===== src/core/lcpc_pkg.sv =====
// Purpose: constants and types for the second line output and charge pump control bank
// Assumes: 16-bit registers, one per aligned 32-bit word, byte address = index * 4
// Notes:   all offsets, fields, reset values and counts live here
//
// Behaviour
// volume bit 2 mutes negative pin, resets muted
// volume bit 1 mutes positive pin, resets muted
// volume bit 0 gives joint -6dB, resets clear
// mixer bit 6 right mix to negative, single-ended
// mixer bit 5 left mix to negative, single-ended
// mixer bit 2 left amp, differential only
// mixer bit 1 right amp, differential only
// bit 4 picks mode; bit 0 right mix path
// pump bit 15 enables charge pump, resets 0
// software keeps pump bits 14:0 at default
// supply bit 0 picks volume or level control
// volume control: mode from headphone gain settings
// level control: mode from measured DAC level
// level control only when DAC sole source
// pump clock divided from core clock automatically
// start sequence sets enable, shut-down clears it
// unused headphones: software keeps pump and drivers off
// mismatched-mode path bits stored but without effect
package lcpc_pkg;

  // register indices, byte address is four times these
  localparam logic [6:0] IDX_LINE_OUTPUT_VOLUME  = 7'h1e;
  localparam logic [6:0] IDX_LINE_MIXER_TWO      = 7'h35;
  localparam logic [6:0] IDX_CHARGE_PUMP_CONTROL = 7'h4c;
  localparam logic [6:0] IDX_SUPPLY_MODE_CONTROL = 7'h51;

  // field positions
  localparam int BIT_NEG_SILENCE   = 2;
  localparam int BIT_POS_SILENCE   = 1;
  localparam int BIT_ATTENUATE     = 0;
  localparam int BIT_RMIX_NEG      = 6;
  localparam int BIT_LMIX_NEG      = 5;
  localparam int BIT_TOPOLOGY      = 4;
  localparam int BIT_LAMP          = 2;
  localparam int BIT_RAMP          = 1;
  localparam int BIT_RMIX_POS      = 0;
  localparam int BIT_PUMP_ON       = 15;
  localparam int BIT_LEVEL_TRACK   = 0;

  // reset values
  localparam logic [15:0] RST_LINE_OUTPUT_VOLUME  = 16'h0006;
  localparam logic [15:0] RST_LINE_MIXER_TWO      = 16'h0000;
  localparam logic [15:0] RST_CHARGE_PUMP_CONTROL = 16'h1f25;
  localparam logic [15:0] RST_SUPPLY_MODE_CONTROL = 16'h0000;

  // level at or above which the pump runs on its wide rails
  localparam logic [5:0] PUMP_HIGH_LEVEL = 6'h30;

  // bus answer states
  typedef enum logic {
    BUS_IDLE = 1'b0,
    BUS_ACK  = 1'b1
  } lcpc_bus_e;

  // second line output controls as seen by the analogue drivers
  typedef struct packed {
    logic line_b_neg_silence;
    logic line_b_pos_silence;
    logic line_b_attenuate;
    logic line_b_topology_sel;
    logic right_mix_to_line_b_neg;
    logic left_mix_to_line_b_neg;
    logic left_amp_to_line_b;
    logic right_amp_to_line_b;
    logic right_mix_to_line_b_pos;
  } lcpc_line_s;

endpackage


===== src/core/lcpc_top.sv =====
// Purpose: register bank for second line output and headphone charge pump
// Assumes: Avalon-MM slave with waitrequest, byte addresses, all inputs synchronous
// Notes:   every output is registered; one idle cycle separates bus answers
//
// The Avalon-MM register port was left to the implementer.
module lcpc_top (
  // clock and reset
  input  wire logic                CORE_CLOCK,
  input  wire logic                RST,
  // register bus
  input  wire logic [8:0]          AVS_ADDRESS,
  input  wire logic                AVS_READ,
  input  wire logic                AVS_WRITE,
  input  wire logic [31:0]         AVS_WRITEDATA,
  input  wire logic [3:0]          AVS_BYTEENABLE,
  output logic      [31:0]         AVS_READDATA,
  output logic                     AVS_WAITREQUEST,
  // headphone sequencer
  input  wire logic                SEQ_PUMP_START,
  input  wire logic                SEQ_PUMP_STOP,
  // pump level sources and pump clock divide setting
  input  wire logic [5:0]          LEFT_PHONE_GAIN,
  input  wire logic [5:0]          RIGHT_PHONE_GAIN,
  input  wire logic [5:0]          DAC_LEVEL,
  input  wire logic [7:0]          PUMP_DIV,
  // line output controls
  output lcpc_pkg::lcpc_line_s     LINE_B,
  // charge pump controls
  output logic                     PUMP_ON,
  output logic                     PUMP_CLK,
  output logic                     PUMP_HIGH_RAIL,
  output logic                     PUMP_LEVEL_TRACKING
);

  // register storage
  logic [15:0]          line_output_volume;
  logic [15:0]          line_mixer_two;
  logic [15:0]          charge_pump_control;
  logic [15:0]          supply_mode_control;
  lcpc_pkg::lcpc_bus_e  bus_state;
  logic [7:0]           div_count;      // core clock divider
  logic [15:0]          next_line_output_volume;
  logic [15:0]          next_line_mixer_two;
  logic [15:0]          next_charge_pump_control;
  logic [15:0]          next_supply_mode_control;
  lcpc_pkg::lcpc_bus_e  next_bus_state;
  logic [31:0]          next_readdata;
  logic                 next_waitrequest;
  logic [7:0]           next_div_count;
  logic                 next_pump_clk;
  logic                 next_high_rail;
  lcpc_pkg::lcpc_line_s next_line;
  logic [6:0]           idx;            // word index of the request
  logic                 wr_now;         // write takes effect this edge
  logic [15:0]          be_mask;        // byte lanes of the write
  logic [15:0]          wmerge;         // helper for lane merge
  logic [5:0]           gain_max;       // louder of the two headphones
  logic [5:0]           level;          // level steering the pump
  logic                 single;         // single-ended mode

  // address decode: the two low address bits are ignored, byte enables pick the lanes
  // lanes 2 and 3 carry nothing, the registers are 16 bits wide
  // a write is applied on the answer edge, never on the taking edge,
  // so the master may still change its data up to the edge it sees the answer
  assign idx     = AVS_ADDRESS[8:2];
  assign wr_now  = (bus_state == lcpc_pkg::BUS_ACK) && AVS_WRITE;
  assign be_mask = {{8{AVS_BYTEENABLE[1]}}, {8{AVS_BYTEENABLE[0]}}};

  // merge written lanes into an old value
  function automatic logic [15:0] merge(input logic [15:0] old_v, input logic [15:0] new_v,
                                        input logic [15:0] mask);
    merge = (old_v & ~mask) | (new_v & mask);
  endfunction

  // bus handshake and register writes
  always_comb begin
    wmerge                   = 16'h0000;
    next_bus_state           = bus_state;
    next_waitrequest         = 1'b1;
    next_readdata            = AVS_READDATA;
    next_line_output_volume  = line_output_volume;
    next_line_mixer_two      = line_mixer_two;
    next_charge_pump_control = charge_pump_control;
    next_supply_mode_control = supply_mode_control;
    unique case (bus_state)
      lcpc_pkg::BUS_IDLE: begin
        // request seen: answer in the next cycle
        if (AVS_READ || AVS_WRITE) begin
          next_bus_state   = lcpc_pkg::BUS_ACK;
          next_waitrequest = 1'b0;
          next_readdata    = 32'h0000_0000;
          if (AVS_READ) begin
            unique case (idx)
              lcpc_pkg::IDX_LINE_OUTPUT_VOLUME:  next_readdata = {16'h0000, line_output_volume};
              lcpc_pkg::IDX_LINE_MIXER_TWO:      next_readdata = {16'h0000, line_mixer_two};
              lcpc_pkg::IDX_CHARGE_PUMP_CONTROL: next_readdata = {16'h0000, charge_pump_control};
              lcpc_pkg::IDX_SUPPLY_MODE_CONTROL: next_readdata = {16'h0000, supply_mode_control};
              default:                           next_readdata = 32'h0000_0000; // unmapped reads zero
            endcase
          end
        end
      end
      lcpc_pkg::BUS_ACK: begin
        // answer edge: write lands, then rest one cycle
        next_bus_state = lcpc_pkg::BUS_IDLE;
        if (wr_now) begin
          wmerge = AVS_WRITEDATA[15:0];
          unique case (idx)
            lcpc_pkg::IDX_LINE_OUTPUT_VOLUME: begin
              // only the three second-pair bits are kept
              next_line_output_volume = merge(line_output_volume, wmerge, be_mask) & 16'h0007;
            end
            lcpc_pkg::IDX_LINE_MIXER_TWO: begin
              // all path bits stored regardless of mode
              next_line_mixer_two = merge(line_mixer_two, wmerge, be_mask) & 16'h0077;
            end
            lcpc_pkg::IDX_CHARGE_PUMP_CONTROL: begin
              next_charge_pump_control = merge(charge_pump_control, wmerge, be_mask);
            end
            lcpc_pkg::IDX_SUPPLY_MODE_CONTROL: begin
              next_supply_mode_control = merge(supply_mode_control, wmerge, be_mask) & 16'h0001;
            end
            default: begin
              // unmapped writes are dropped
              wmerge = 16'h0000;
            end
          endcase
        end
      end
    endcase
    // sequencer drives the enable; start wins over any clear
    if (SEQ_PUMP_STOP) begin
      next_charge_pump_control[lcpc_pkg::BIT_PUMP_ON] = 1'b0;
    end
    if (SEQ_PUMP_START) begin
      next_charge_pump_control[lcpc_pkg::BIT_PUMP_ON] = 1'b1;
    end
  end

  // register bank flops
  always_ff @(posedge CORE_CLOCK) begin
    if (RST) begin
      bus_state           <= lcpc_pkg::BUS_IDLE;
      AVS_WAITREQUEST     <= 1'b1;
      AVS_READDATA        <= 32'h0000_0000;
      line_output_volume  <= lcpc_pkg::RST_LINE_OUTPUT_VOLUME;
      line_mixer_two      <= lcpc_pkg::RST_LINE_MIXER_TWO;
      charge_pump_control <= lcpc_pkg::RST_CHARGE_PUMP_CONTROL;
      supply_mode_control <= lcpc_pkg::RST_SUPPLY_MODE_CONTROL;
    end else begin
      bus_state           <= next_bus_state;
      AVS_WAITREQUEST     <= next_waitrequest;
      AVS_READDATA        <= next_readdata;
      line_output_volume  <= next_line_output_volume;
      line_mixer_two      <= next_line_mixer_two;
      charge_pump_control <= next_charge_pump_control;
      supply_mode_control <= next_supply_mode_control;
    end
  end

  // line output path gating by mode
  // path bits of the other topology stay stored but are forced off here,
  // so the analogue side never sees a path that its mode cannot carry
  assign single = line_mixer_two[lcpc_pkg::BIT_TOPOLOGY];
  always_comb begin
    next_line.line_b_neg_silence      = line_output_volume[lcpc_pkg::BIT_NEG_SILENCE];
    next_line.line_b_pos_silence      = line_output_volume[lcpc_pkg::BIT_POS_SILENCE];
    next_line.line_b_attenuate        = line_output_volume[lcpc_pkg::BIT_ATTENUATE];
    next_line.line_b_topology_sel     = single;
    next_line.right_mix_to_line_b_neg = line_mixer_two[lcpc_pkg::BIT_RMIX_NEG] & single;
    next_line.left_mix_to_line_b_neg  = line_mixer_two[lcpc_pkg::BIT_LMIX_NEG] & single;
    next_line.left_amp_to_line_b      = line_mixer_two[lcpc_pkg::BIT_LAMP] & ~single;
    next_line.right_amp_to_line_b     = line_mixer_two[lcpc_pkg::BIT_RAMP] & ~single;
    // one bit, meaning follows the mode
    next_line.right_mix_to_line_b_pos = line_mixer_two[lcpc_pkg::BIT_RMIX_POS];
  end

  // pump mode source and clock divider
  // the rail choice is a simple threshold on the steering level;
  // the divider restarts from zero whenever the pump is switched off,
  // so the first half period after enable is always a full one
  assign gain_max = (LEFT_PHONE_GAIN > RIGHT_PHONE_GAIN) ? LEFT_PHONE_GAIN : RIGHT_PHONE_GAIN;
  assign level    = supply_mode_control[lcpc_pkg::BIT_LEVEL_TRACK] ? DAC_LEVEL : gain_max;
  always_comb begin
    next_high_rail = charge_pump_control[lcpc_pkg::BIT_PUMP_ON] && (level >= lcpc_pkg::PUMP_HIGH_LEVEL);
    next_div_count = div_count;
    next_pump_clk  = PUMP_CLK;
    if (!charge_pump_control[lcpc_pkg::BIT_PUMP_ON]) begin
      // pump off: clock parked low
      next_div_count = 8'h00;
      next_pump_clk  = 1'b0;
    end else if (div_count >= PUMP_DIV) begin
      // half period reached: toggle
      next_div_count = 8'h00;
      next_pump_clk  = ~PUMP_CLK;
    end else begin
      next_div_count = div_count + 8'h01;
    end
  end

  // output flops
  always_ff @(posedge CORE_CLOCK) begin
    if (RST) begin
      LINE_B              <= '{1'b1, 1'b1, 1'b0, 1'b0, 1'b0, 1'b0, 1'b0, 1'b0, 1'b0};
      PUMP_ON             <= 1'b0;
      PUMP_CLK            <= 1'b0;
      PUMP_HIGH_RAIL      <= 1'b0;
      PUMP_LEVEL_TRACKING <= 1'b0;
      div_count           <= 8'h00;
    end else begin
      LINE_B              <= next_line;
      PUMP_ON             <= charge_pump_control[lcpc_pkg::BIT_PUMP_ON];
      PUMP_CLK            <= next_pump_clk;
      PUMP_HIGH_RAIL      <= next_high_rail;
      PUMP_LEVEL_TRACKING <= supply_mode_control[lcpc_pkg::BIT_LEVEL_TRACK];
      div_count           <= next_div_count;
    end
  end
endmodule


===== config.mk =====
export PLATFORM = sky130hd
export DESIGN_NAME = lcpc_top
export DESIGN_NICKNAME = d
export VERILOG_FILES = /design/src/core/lcpc_pkg.sv /design/src/core/lcpc_top.sv
export SDC_FILE = /design/constraint.sdc
export NUM_CORES = 1
export LEC_CHECK = 0
export BUFFER_PORTS_ARGS = -buffer_cell sky130_fd_sc_hd__buf_4
export CAP_MARGIN = 20
export CORE_ASPECT_RATIO = 0.75
export CORE_MARGIN = 1
export CORE_UTILIZATION = 48
export DETAILED_ROUTE_END_ITERATION = 7
export PLACE_DENSITY = 0.8
export SYNTH_ARGS = -nofsm -noshare
export SYNTH_HDL_FRONTEND = slang
export SYNTH_SLANG_ARGS = --single-unit

===== constraint.sdc =====
create_clock -name CORE_CLOCK -period 2.1 [get_ports CORE_CLOCK]
set_input_delay 0.105 -clock CORE_CLOCK [delete_from_list [all_inputs] [get_ports CORE_CLOCK]]
set_output_delay 0.105 -clock CORE_CLOCK [all_outputs]
set_load 0.005 [all_outputs]

==> results.json, run 1 <==
{
  "status": "complete, but fails checks",
  "synth_cell_type_count": 54,
  "antenna_cells": 0,
  "viasPerCell": 5.004,
  "max_stage_delay_ns": 0.54,
  "wirelength_um": 6464,
  "yosysSeqAreaShare": 0.4399,
  "drt_drc_violations_left": 1,
  "clock-sinks": 65,
  "maxCapViolCount": 0,
  "dp.cells": 455,
  "antenna_found_initial": 0,
  "cp_cell_sequence": "inv_1 -> ha_1 -> nand2b_1 -> a21o_1 -> a211oi_2 -> o311ai_2 -> nor2_1",
  "clk_pin_slew_ns": 0.07,
  "setup_viol": 0,
  "syn_inst": 303,
  "boundaryPins": 123,
  "clockRootBuffer": "clkbuf_8",
  "grt_pass1_vias": 2342,
  "cp.arrival_ns": 2.04,
  "fmax_mhz": 541.0,
  "final-instance-count-excl-fill": 480,
  "intPower_uw": 1821,
  "min_path_type": "input port to flip-flop",
  "via_count": 2402,
  "drive_above_1_share": 0.2910,
  "power.total_uw": 2417,
  "fin_nets": 489,
  "fin_crit_sh": 0.8802,
  "sw_frac_of_total": 0.2468,
  "async_flop_share": 0,
  "grt_setup_unrepaired": "false",
  "dpl-instance-area_um2": 3565,
  "worst_slew_pin_slew_ns": 0.5792,
  "cp_slowest_cell": "o311ai_2",
  "syn-cell-area_um2": 2958,
  "grtUsageTotal": 0.2067,
  "die-area_um2": 6483,
  "postRouteAntennaNets": 0,
  "post-route-min-period_ns": 1.848,
  "ys.flop_type": "dfxtp_1",
  "syn_avg_cell_area_um2": 9.762,
  "fp.dieH_um": 69.98,
  "area.sequential_um2": 1301,
  "initialDrtViolationCount": 152,
  "slew_headroom": 0.6132,
  "avgRoutedWirePerCell_um": 13.47,
  "first_pass_iters": 8,
  "p_per_area_nw_per_um2": 630.4,
  "ir_drop_v": 0.0004899,
  "port_buffers": 82,
  "worstSetupPathType": "flip-flop to flip-flop",
  "synth_edf_count": 0,
  "hpwl_um": 4652,
  "ys_top_cells_by_area": "dfxtp_1, ha_1, mux2i_1",
  "coreArea_um2": 5886,
  "multi_input_area_um2": 1460,
  "grt_overflow_total": 0,
  "syn_to_final_growth_pct": 29.65,
  "tns_ns": 0,
  "rows": 24,
  "clockBufferDepth": 2,
  "violations": "design-rule violations",
  "skew_ns": 0.01421,
  "synth.top_cell.area_share": 0.4399,
  "grt_pass1_wl_um": 10620,
  "tritoncts": "done",
  "p_seq_frac": 0.515,
  "ys_ff_latch": 65,
  "clkLatencyLatePin_ns": 0.34,
  "worst-path-max-fanout": 7,
  "pwr-share-clk": 0.394,
  "grt_max_degree": 39,
  "gp_congestion": 0.8171,
  "htree_levels": 3,
  "power_frac_comb": 0.091,
  "worst_ep_required_time_ns": 2.30,
  "netSwitchingPower_uw": 596.6,
  "die_w_um": 92.65,
  "yosysWarnings": 0,
  "finalMaxSlewViolations": 0,
  "crit_path_end_kind": "flip-flop",
  "synth_area_leader_cell": "dfxtp_1",
  "design_area_um2": 3835,
  "cts_buffers": 9,
  "p_leak_uw": 0.001765,
  "start_util": 0.5026,
  "final_hold_viol_count": 0,
  "nFillCells": 502,
  "start_kind": "flip-flop"
}
## synthesized netlist by cell type, types with 3 or more instances
cell	number
nor3b_1	3
nand2b_1	4
dfxtp_1	65
ha_1	15
clkbuf_1	6
nand2_1	9
a222oi_1	3
a211o_1	8
and2_1	4
inv_1	18
nor2_1	43
o21ai_0	5
a21o_1	4
and3_1	5
nand3_1	6
nor2b_1	14
mux2i_1	17
buf_4	17
xor2_1	5
a22oi_1	12
## metal layers
layer / track usage / vias to the layer above / part of all wire
met1: 0.2584 / 1096 / 0.45
met2: 0.3259 / 87 / 0.46
met5: 0 / - / 0
met3: 0.07734 / 12 / 0.074
li1: - / 1207 / -
met4: 0.07521 / 0 / 0.015
## stage by stage
| stage | util | hold WS (ns) | setup WS [ns] |
|---|---|---|---|
| 3_5_place_dp | 0.6057 | 0.3120 | 0.2610 |
| 3_3_place_gp | 0.6044 | 0.3064 | 0.3242 |
| 4_1_cts | 0.6516 | 0.009704 | 0.2519 |
| 6_report | 0.6516 | 0.02237 | 0.2516 |
| 5_1_grt | 0.6516 | 0.04584 | 0.1540 |
| 2_1_floorplan | - | 0.2229 | 0.4562 |
## cell type report
type                            instances  share of cell area
Inverter                               18             0.01762
Timing Repair Buffer                   94              0.1899
Tap cell                               78             0.02545
Sequential cell                        65              0.3393
Multi-Input combinational cell        209              0.3808
Clock buffer                           10             0.03589
Clock inverter                          6             0.01109
## critical path: cells and delay by family (launching register included)
family                     cells  cell delay, ns
and+or+nand+nor                2            0.20
adders and majority gates      1            0.26
buffers and inverters          1            0.07
AOI/OAI and AO/OA              3            0.73
DFF                            1            0.45
## final timing paths
check | from | to | slack, ns | cells past startpoint
worst max-delay path | div_count[0] | div_count[4] | 0.25 | 7
worst min-delay path | AVS_WRITEDATA[7] | flip-flop | 0.02 | 3
worst max register to register | div_count[0] | div_count[4] | 0.25 | 7
worst min register to register | AVS_READDATA[0] | AVS_READDATA[0] | 0.47 | 2
## what timing repair did
item,in CTS,in global routing
endpoints found under the setup margin,0,0
hold buffers,9,0
resized for setup,0,0
setup buffers,0,0
hold endpoints to repair,9,0
## logic make-up after synthesis
group                      count (synthesis)  share of synthesized area
AOI/OAI and AO/OA                         50                     0.1379
xor gates and xnor gates                   6                    0.01777
adders and majority gates                 15                    0.06345
buffers and inverters                     44                    0.08544
DFF                                       65                     0.4399
muxes                                     17                    0.05753
other                                      1                   0.001268
and+or+nand+nor                          105                     0.1967
## power groups by stage
stage,logic (µW),registers (µW),clock network (µW)
CTS,219,1240,972
finish,220,1240,952
detailed placement,205,1270,0
floorplan,116,1270,0
global placement,197,1270,0
global route,242,1250,1040
## cell usage in the layout, fill, tap and decap left out, types with 3 or more instances in the layout
cell,instances
a211o_1,8
a21o_1,4
a222oi_1,3
a22oi_1,12
and2_1,4
and3_1,5
buf_4,85
clkbuf_8,10
conb_1,16
dfxtp_1,65
dlygate4sd3_1,9
ha_1,15
inv_1,18
mux2i_1,17
nand2_1,9
nand2b_1,4
nand3_1,6
nor2_1,43
nor2b_1,14
nor3b_1,3
o21ai_0,5
xor2_1,5
(Power assumes the default switching activity.)
==> run 2, diff against run 1 <==
- RECOVER_POWER: default -> 25
==> run 2 against run 1 <==
  * The flow now finishes without violations
  * Critical path depth is the same
  * Fmax shrank 0.18%
  * Wire length is essentially flat
  * Critical path type unchanged
  * Largest cell class unchanged
==> results.json, run 2 (same netlist as run 1, synthesis figures left out) <==
{
  "status": "finished, final reports clean",
  "grt_setup_unrepaired": "false",
  "mostFrequentLayoutCells": "buf_4, dfxtp_1, nor2_1",
  "fin_crit_sh": 0.8818,
  "maxCapViolCount": 0,
  "pwr-share-clk": 0.393,
  "antenna_found_initial": 0,
  "clkLatencyLatePin_ns": 0.34,
  "wirelength_um": 6467,
  "rows": 24,
  "power.total_uw": 2416,
  "netSwitchingPower_uw": 595.3,
  "via_count": 2410,
  "port_buffers": 82,
  "gp_congestion": 0.8171,
  "p_leak_uw": 0.001750,
  "cts_buffers": 9,
  "tns_ns": 0,
  "setup_viol": 0,
  "min_path_type": "input port to flip-flop",
  "clk_pin_slew_ns": 0.07,
  "clockBufferDepth": 2,
  "hpwl_um": 4652,
  "grt_pass1_vias": 2342,
  "ir_drop_v": 0.0004898,
  "final_hold_viol_count": 0,
  "clockRootBuffer": "clkbuf_8",
  "grt_pass1_wl_um": 10620,
  "nFillCells": 503,
  "start_kind": "flip-flop",
  "die-area_um2": 6483,
  "final_common_cell": "buf_4",
  "antenna_cells": 0,
  "crit_path_end_kind": "flip-flop",
  "cp.arrival_ns": 2.05,
  "drive_above_1_share": 0.2861,
  "grt_overflow_total": 0,
  "post_cts_buffers": 0,
  "coreArea_um2": 5886,
  "avgRoutedWirePerCell_um": 13.47,
  "sw_frac_of_total": 0.2464,
  "slew_headroom": 0.6131,
  "grt_max_degree": 39,
  "skew_ns": 0.01430,
  "fin_nets": 489,
  "syn_to_final_growth_pct": 29.40,
  "p_seq_frac": 0.515,
  "fp.dieH_um": 69.98,
  "clock-sinks": 65,
  "post-route-min-period_ns": 1.852,
  "postRouteAntennaNets": 0,
  "drt_drc_violations_left": 0,
  "start_util": 0.5026,
  "htree_levels": 3,
  "tritoncts": "done",
  "intPower_uw": 1821,
  "grtUsageTotal": 0.2067,
  "worstSetupPathType": "flip-flop to flip-flop",
  "p_per_area_nw_per_um2": 631.2,
  "fmax_mhz": 540.0,
  "power_frac_comb": 0.091,
  "boundaryPins": 123,
  "worst-path-max-fanout": 7,
  "viasPerCell": 5.021,
  "finalMaxSlewViolations": 0,
  "initialDrtViolationCount": 152,
  "worst_ep_required_time_ns": 2.29,
  "worst_slew_pin_slew_ns": 0.5795,
  "first_pass_iters": 7,
  "die_w_um": 92.65
}
## run 2: worst max-delay path, stage by stage (launching register included)
cell and delay, ns:
dfxtp_1 0.45, inv_1 0.07, ha_1 0.26, nand2b_1 0.09, a21o_1 0.12, a211oi_2 0.07, o311ai_2 0.54, nor2_1 0.11
## run 2: layout make-up
class | instances | area [µm²] | area share
Clock buffer | 10 | 137.6 | 0.03596
Timing Repair Buffer | 94 | 720.7 | 0.1883
Clock inverter | 6 | 42.54 | 0.01111
Multi-Input combinational cell | 209 | 1460 | 0.3815
Inverter | 18 | 67.56 | 0.01765
Sequential cell | 65 | 1301 | 0.3400
Tap cell | 78 | 97.59 | 0.02550
## run 2: path summary, 6_finish.rpt
path,from,slack (ns),cells past startpoint,end
setup / recovery,div_count[0],0.25,7,div_count[4]
hold / removal,AVS_WRITEDATA[14],0.02,3,flip-flop
setup reg to reg,div_count[0],0.25,7,div_count[4]
hold reg to reg,AVS_READDATA[0],0.47,2,AVS_READDATA[0]
## run 2: stage by stage
stage	instance area, µm²	std cells	setup WS (ns)	hold slack (ns)	util
finish	3827	480	0.2482	0.02271	0.6503
global placement	3557	454	0.3242	0.3064	0.6044
CTS	3835	480	0.2519	0.009704	0.6516
detailed placement	3565	455	0.2610	0.3120	0.6057
floorplan	3014	318	0.4562	0.2229	-
global route	3827	480	0.1540	0.04584	0.6503
## run 2: power groups by stage
stage	Combinational (µW)	Clock, µW	Sequential, µW
after global routing	242	1040	1250
final	220	951	1240
after CTS	219	972	1240
after floorplan	116	0	1270
after detailed placement	205	0	1270
after global placement	197	0	1270
## run 2: timing repair
action | in CTS | in global routing
hold endpoints to repair | 9 | 0
hold buffers | 9 | 0
resized for setup | 0 | 0
## run 2: per-layer routing
metal / vias to the layer above / routed length, µm / share of wire / GRT usage
met5: - / 0 / 0 / 0
met4: 0 / 118 / 0.018 / 0.07521
met3: 14 / 472 / 0.073 / 0.07734
met2: 88 / 2945 / 0.46 / 0.3259
met1: 1101 / 2930 / 0.45 / 0.2584
li1: 1207 / - / - / -
==> run 3, diff against run 2 <==
- GPL_TIMING_DRIVEN: default -> 0
- PLACE_DENSITY: 0.8 -> 0.81
- RECOVER_POWER: 25 -> 50
==> run 3 against run 2 <==
  * Fmax grew 2.1%
  * Cell count grew 5.2%
  * Non-clock buffer count grew 25
  * Clock skew shrank 0.0053 ns
  * Critical path depth is the same
  * Utilization grew 2.9 points
  * Sequential power is essentially flat
  * Critical endpoint is now div_count[3]
  * Largest cell class unchanged
  * Largest power group unchanged
  * Highest routed layer unchanged
==> results.json, run 3 (same netlist as run 1, synthesis figures left out) <==
{
  "status": "finished, final reports clean",
  "grt_overflow_total": 0,
  "initialDrtViolationCount": 100,
  "boundaryPins": 123,
  "dp.cells": 477,
  "via_count": 2537,
  "grt_setup_unrepaired": "false",
  "coreArea_um2": 5886,
  "max_stage_delay_ns": 0.53,
  "worst_slew_pin_slew_ns": 0.5606,
  "rows": 24,
  "cts_resized": 0,
  "fin_crit_sh": 0.8640,
  "maxCapViolCount": 0,
  "fin_nets": 514,
  "clock-sinks": 65,
  "tns_ns": 0,
  "slew_headroom": 0.6257,
  "die-area_um2": 6483,
  "postCtsHoldBufs": 12,
  "clk_pin_slew_ns": 0.08,
  "worstSetupPathType": "flip-flop to flip-flop",
  "htree_levels": 3,
  "viasPerCell": 5.024,
  "mostFrequentLayoutCells": "buf_4, dfxtp_1, nor2_1",
  "cp_cell_sequence": "inv_1 -> ha_1 -> nand2b_1 -> a21o_1 -> a211oi_2 -> o311ai_2 -> nor2_1",
  "wirelength_um": 6871,
  "skew_ns": 0.008988,
  "avgRoutedWirePerCell_um": 13.61,
  "start_util": 0.5026,
  "cts_buffers": 9,
  "fp.dieH_um": 69.98,
  "hpwl_um": 4911,
  "syn_to_final_growth_pct": 35.11,
  "ir_drop_v": 0.0003997,
  "p_per_area_nw_per_um2": 611.1,
  "final_hold_viol_count": 0,
  "final-instance-count-excl-fill": 505,
  "worst-path-max-fanout": 7,
  "cp_top_family": "compound AO/OA/AOI/OAI gates",
  "start_kind": "flip-flop",
  "grt_pass1_wl_um": 10820,
  "postRouteAntennaNets": 0,
  "drt_drc_violations_left": 0,
  "crit_path_end_kind": "flip-flop",
  "post_cts_buffers": 0,
  "antenna_found_initial": 0,
  "drive_above_1_share": 0.2951,
  "crit_buf_inv": 1,
  "grt_max_degree": 13,
  "p_leak_uw": 0.001838,
  "grtUsageTotal": 0.2178,
  "setup_viol": 0,
  "port_buffers": 81,
  "gp_congestion": 0.8031,
  "min_path_type": "input port to flip-flop",
  "worst_ep_required_time_ns": 2.31,
  "post-route-min-period_ns": 1.814,
  "first_pass_iters": 4,
  "final_common_cell": "buf_4",
  "cp_slowest_cell": "o311ai_2",
  "clockRootBuffer": "clkbuf_8",
  "fmax_mhz": 551.1,
  "tritoncts": "done",
  "nFillCells": 500,
  "antenna_cells": 0,
  "grt_pass1_vias": 2321,
  "clkLatencyLatePin_ns": 0.35,
  "clockBufferDepth": 2,
  "cp.arrival_ns": 2.03,
  "die_w_um": 92.65,
  "finalMaxSlewViolations": 0
}
## run 3: cell count changes in the layout (fill, tap and decap cells not counted), sizes merged
cell         before  now
clkbuf           23   49
dlygate4sd3       9   12
buf              72   69
clkinv            3    2
## run 3: per-layer routing
layer,GRT usage,share of wire,up-vias
li1,-,-,1258
met1,0.2716,0.44,1169
met3,0.06427,0.081,12
met4,0.1009,0.018,0
met5,0,0,-
met2,0.3465,0.46,98
## run 3: path summary, 6_finish.rpt
path | depth (start not counted) | endpoint | slack (ns) | from
worst min-delay path | 3 | flip-flop | 0.01 | AVS_WRITEDATA[4]
worst max-delay path | 7 | div_count[3] | 0.29 | div_count[0]
worst min register to register | 2 | AVS_READDATA[0] | 0.46 | AVS_READDATA[0]
worst max register to register | 7 | div_count[3] | 0.29 | div_count[0]
## run 3: report_power, final
| part | total [µW] | internal [µW] | switching [µW] |
|---|---|---|---|
| clock | 948 | 437 | 511 |
| combinational | 250 | 140 | 110 |
| sequential | 1240 | 1240 | 5.22 |
## run 3: stage by stage
| step | utilization | power, µW | hold slack, ns | setup WS [ns] | cell area [µm²] |
|---|---|---|---|---|---|
| after CTS | 0.6818 | 2456 | 0.00006475 | 0.2642 | 4013 |
| after detailed placement | 0.6320 | 1503 | 0.3132 | 0.2792 | 3720 |
| final | 0.6790 | 2442 | 0.01069 | 0.2856 | 3996 |
| after global placement | 0.6320 | 1496 | 0.3120 | 0.3068 | 3720 |
| after global routing | 0.6790 | 2546 | 0.007919 | 0.1000 | 3996 |
| after floorplan | - | 1388 | 0.2229 | 0.4562 | 3014 |
## run 3: worst reg2reg max path, delay by kind of cell, from the launching register on
| family | cells | cell delay, ns |
|---|---|---|
| buffers and inverters | 1 | 0.07 |
| AND/OR/NAND/NOR | 2 | 0.19 |
| flip-flops | 1 | 0.42 |
| adder cells (fa/ha/maj) | 1 | 0.27 |
| AO/OA/AOI/OAI | 3 | 0.74 |
## run 3: final cells by class
cell class	count	area, µm²	share of cell area
tap	78	97.59	0.02442
buffer	26	185.2	0.04634
sequential	65	1301	0.3256
timing repair buffer	93	716.9	0.1794
clock buffer	11	131.4	0.03287
multi-input combinational	209	1455	0.3641
clock inverter	5	41.29	0.01033
inverter	18	67.56	0.01691
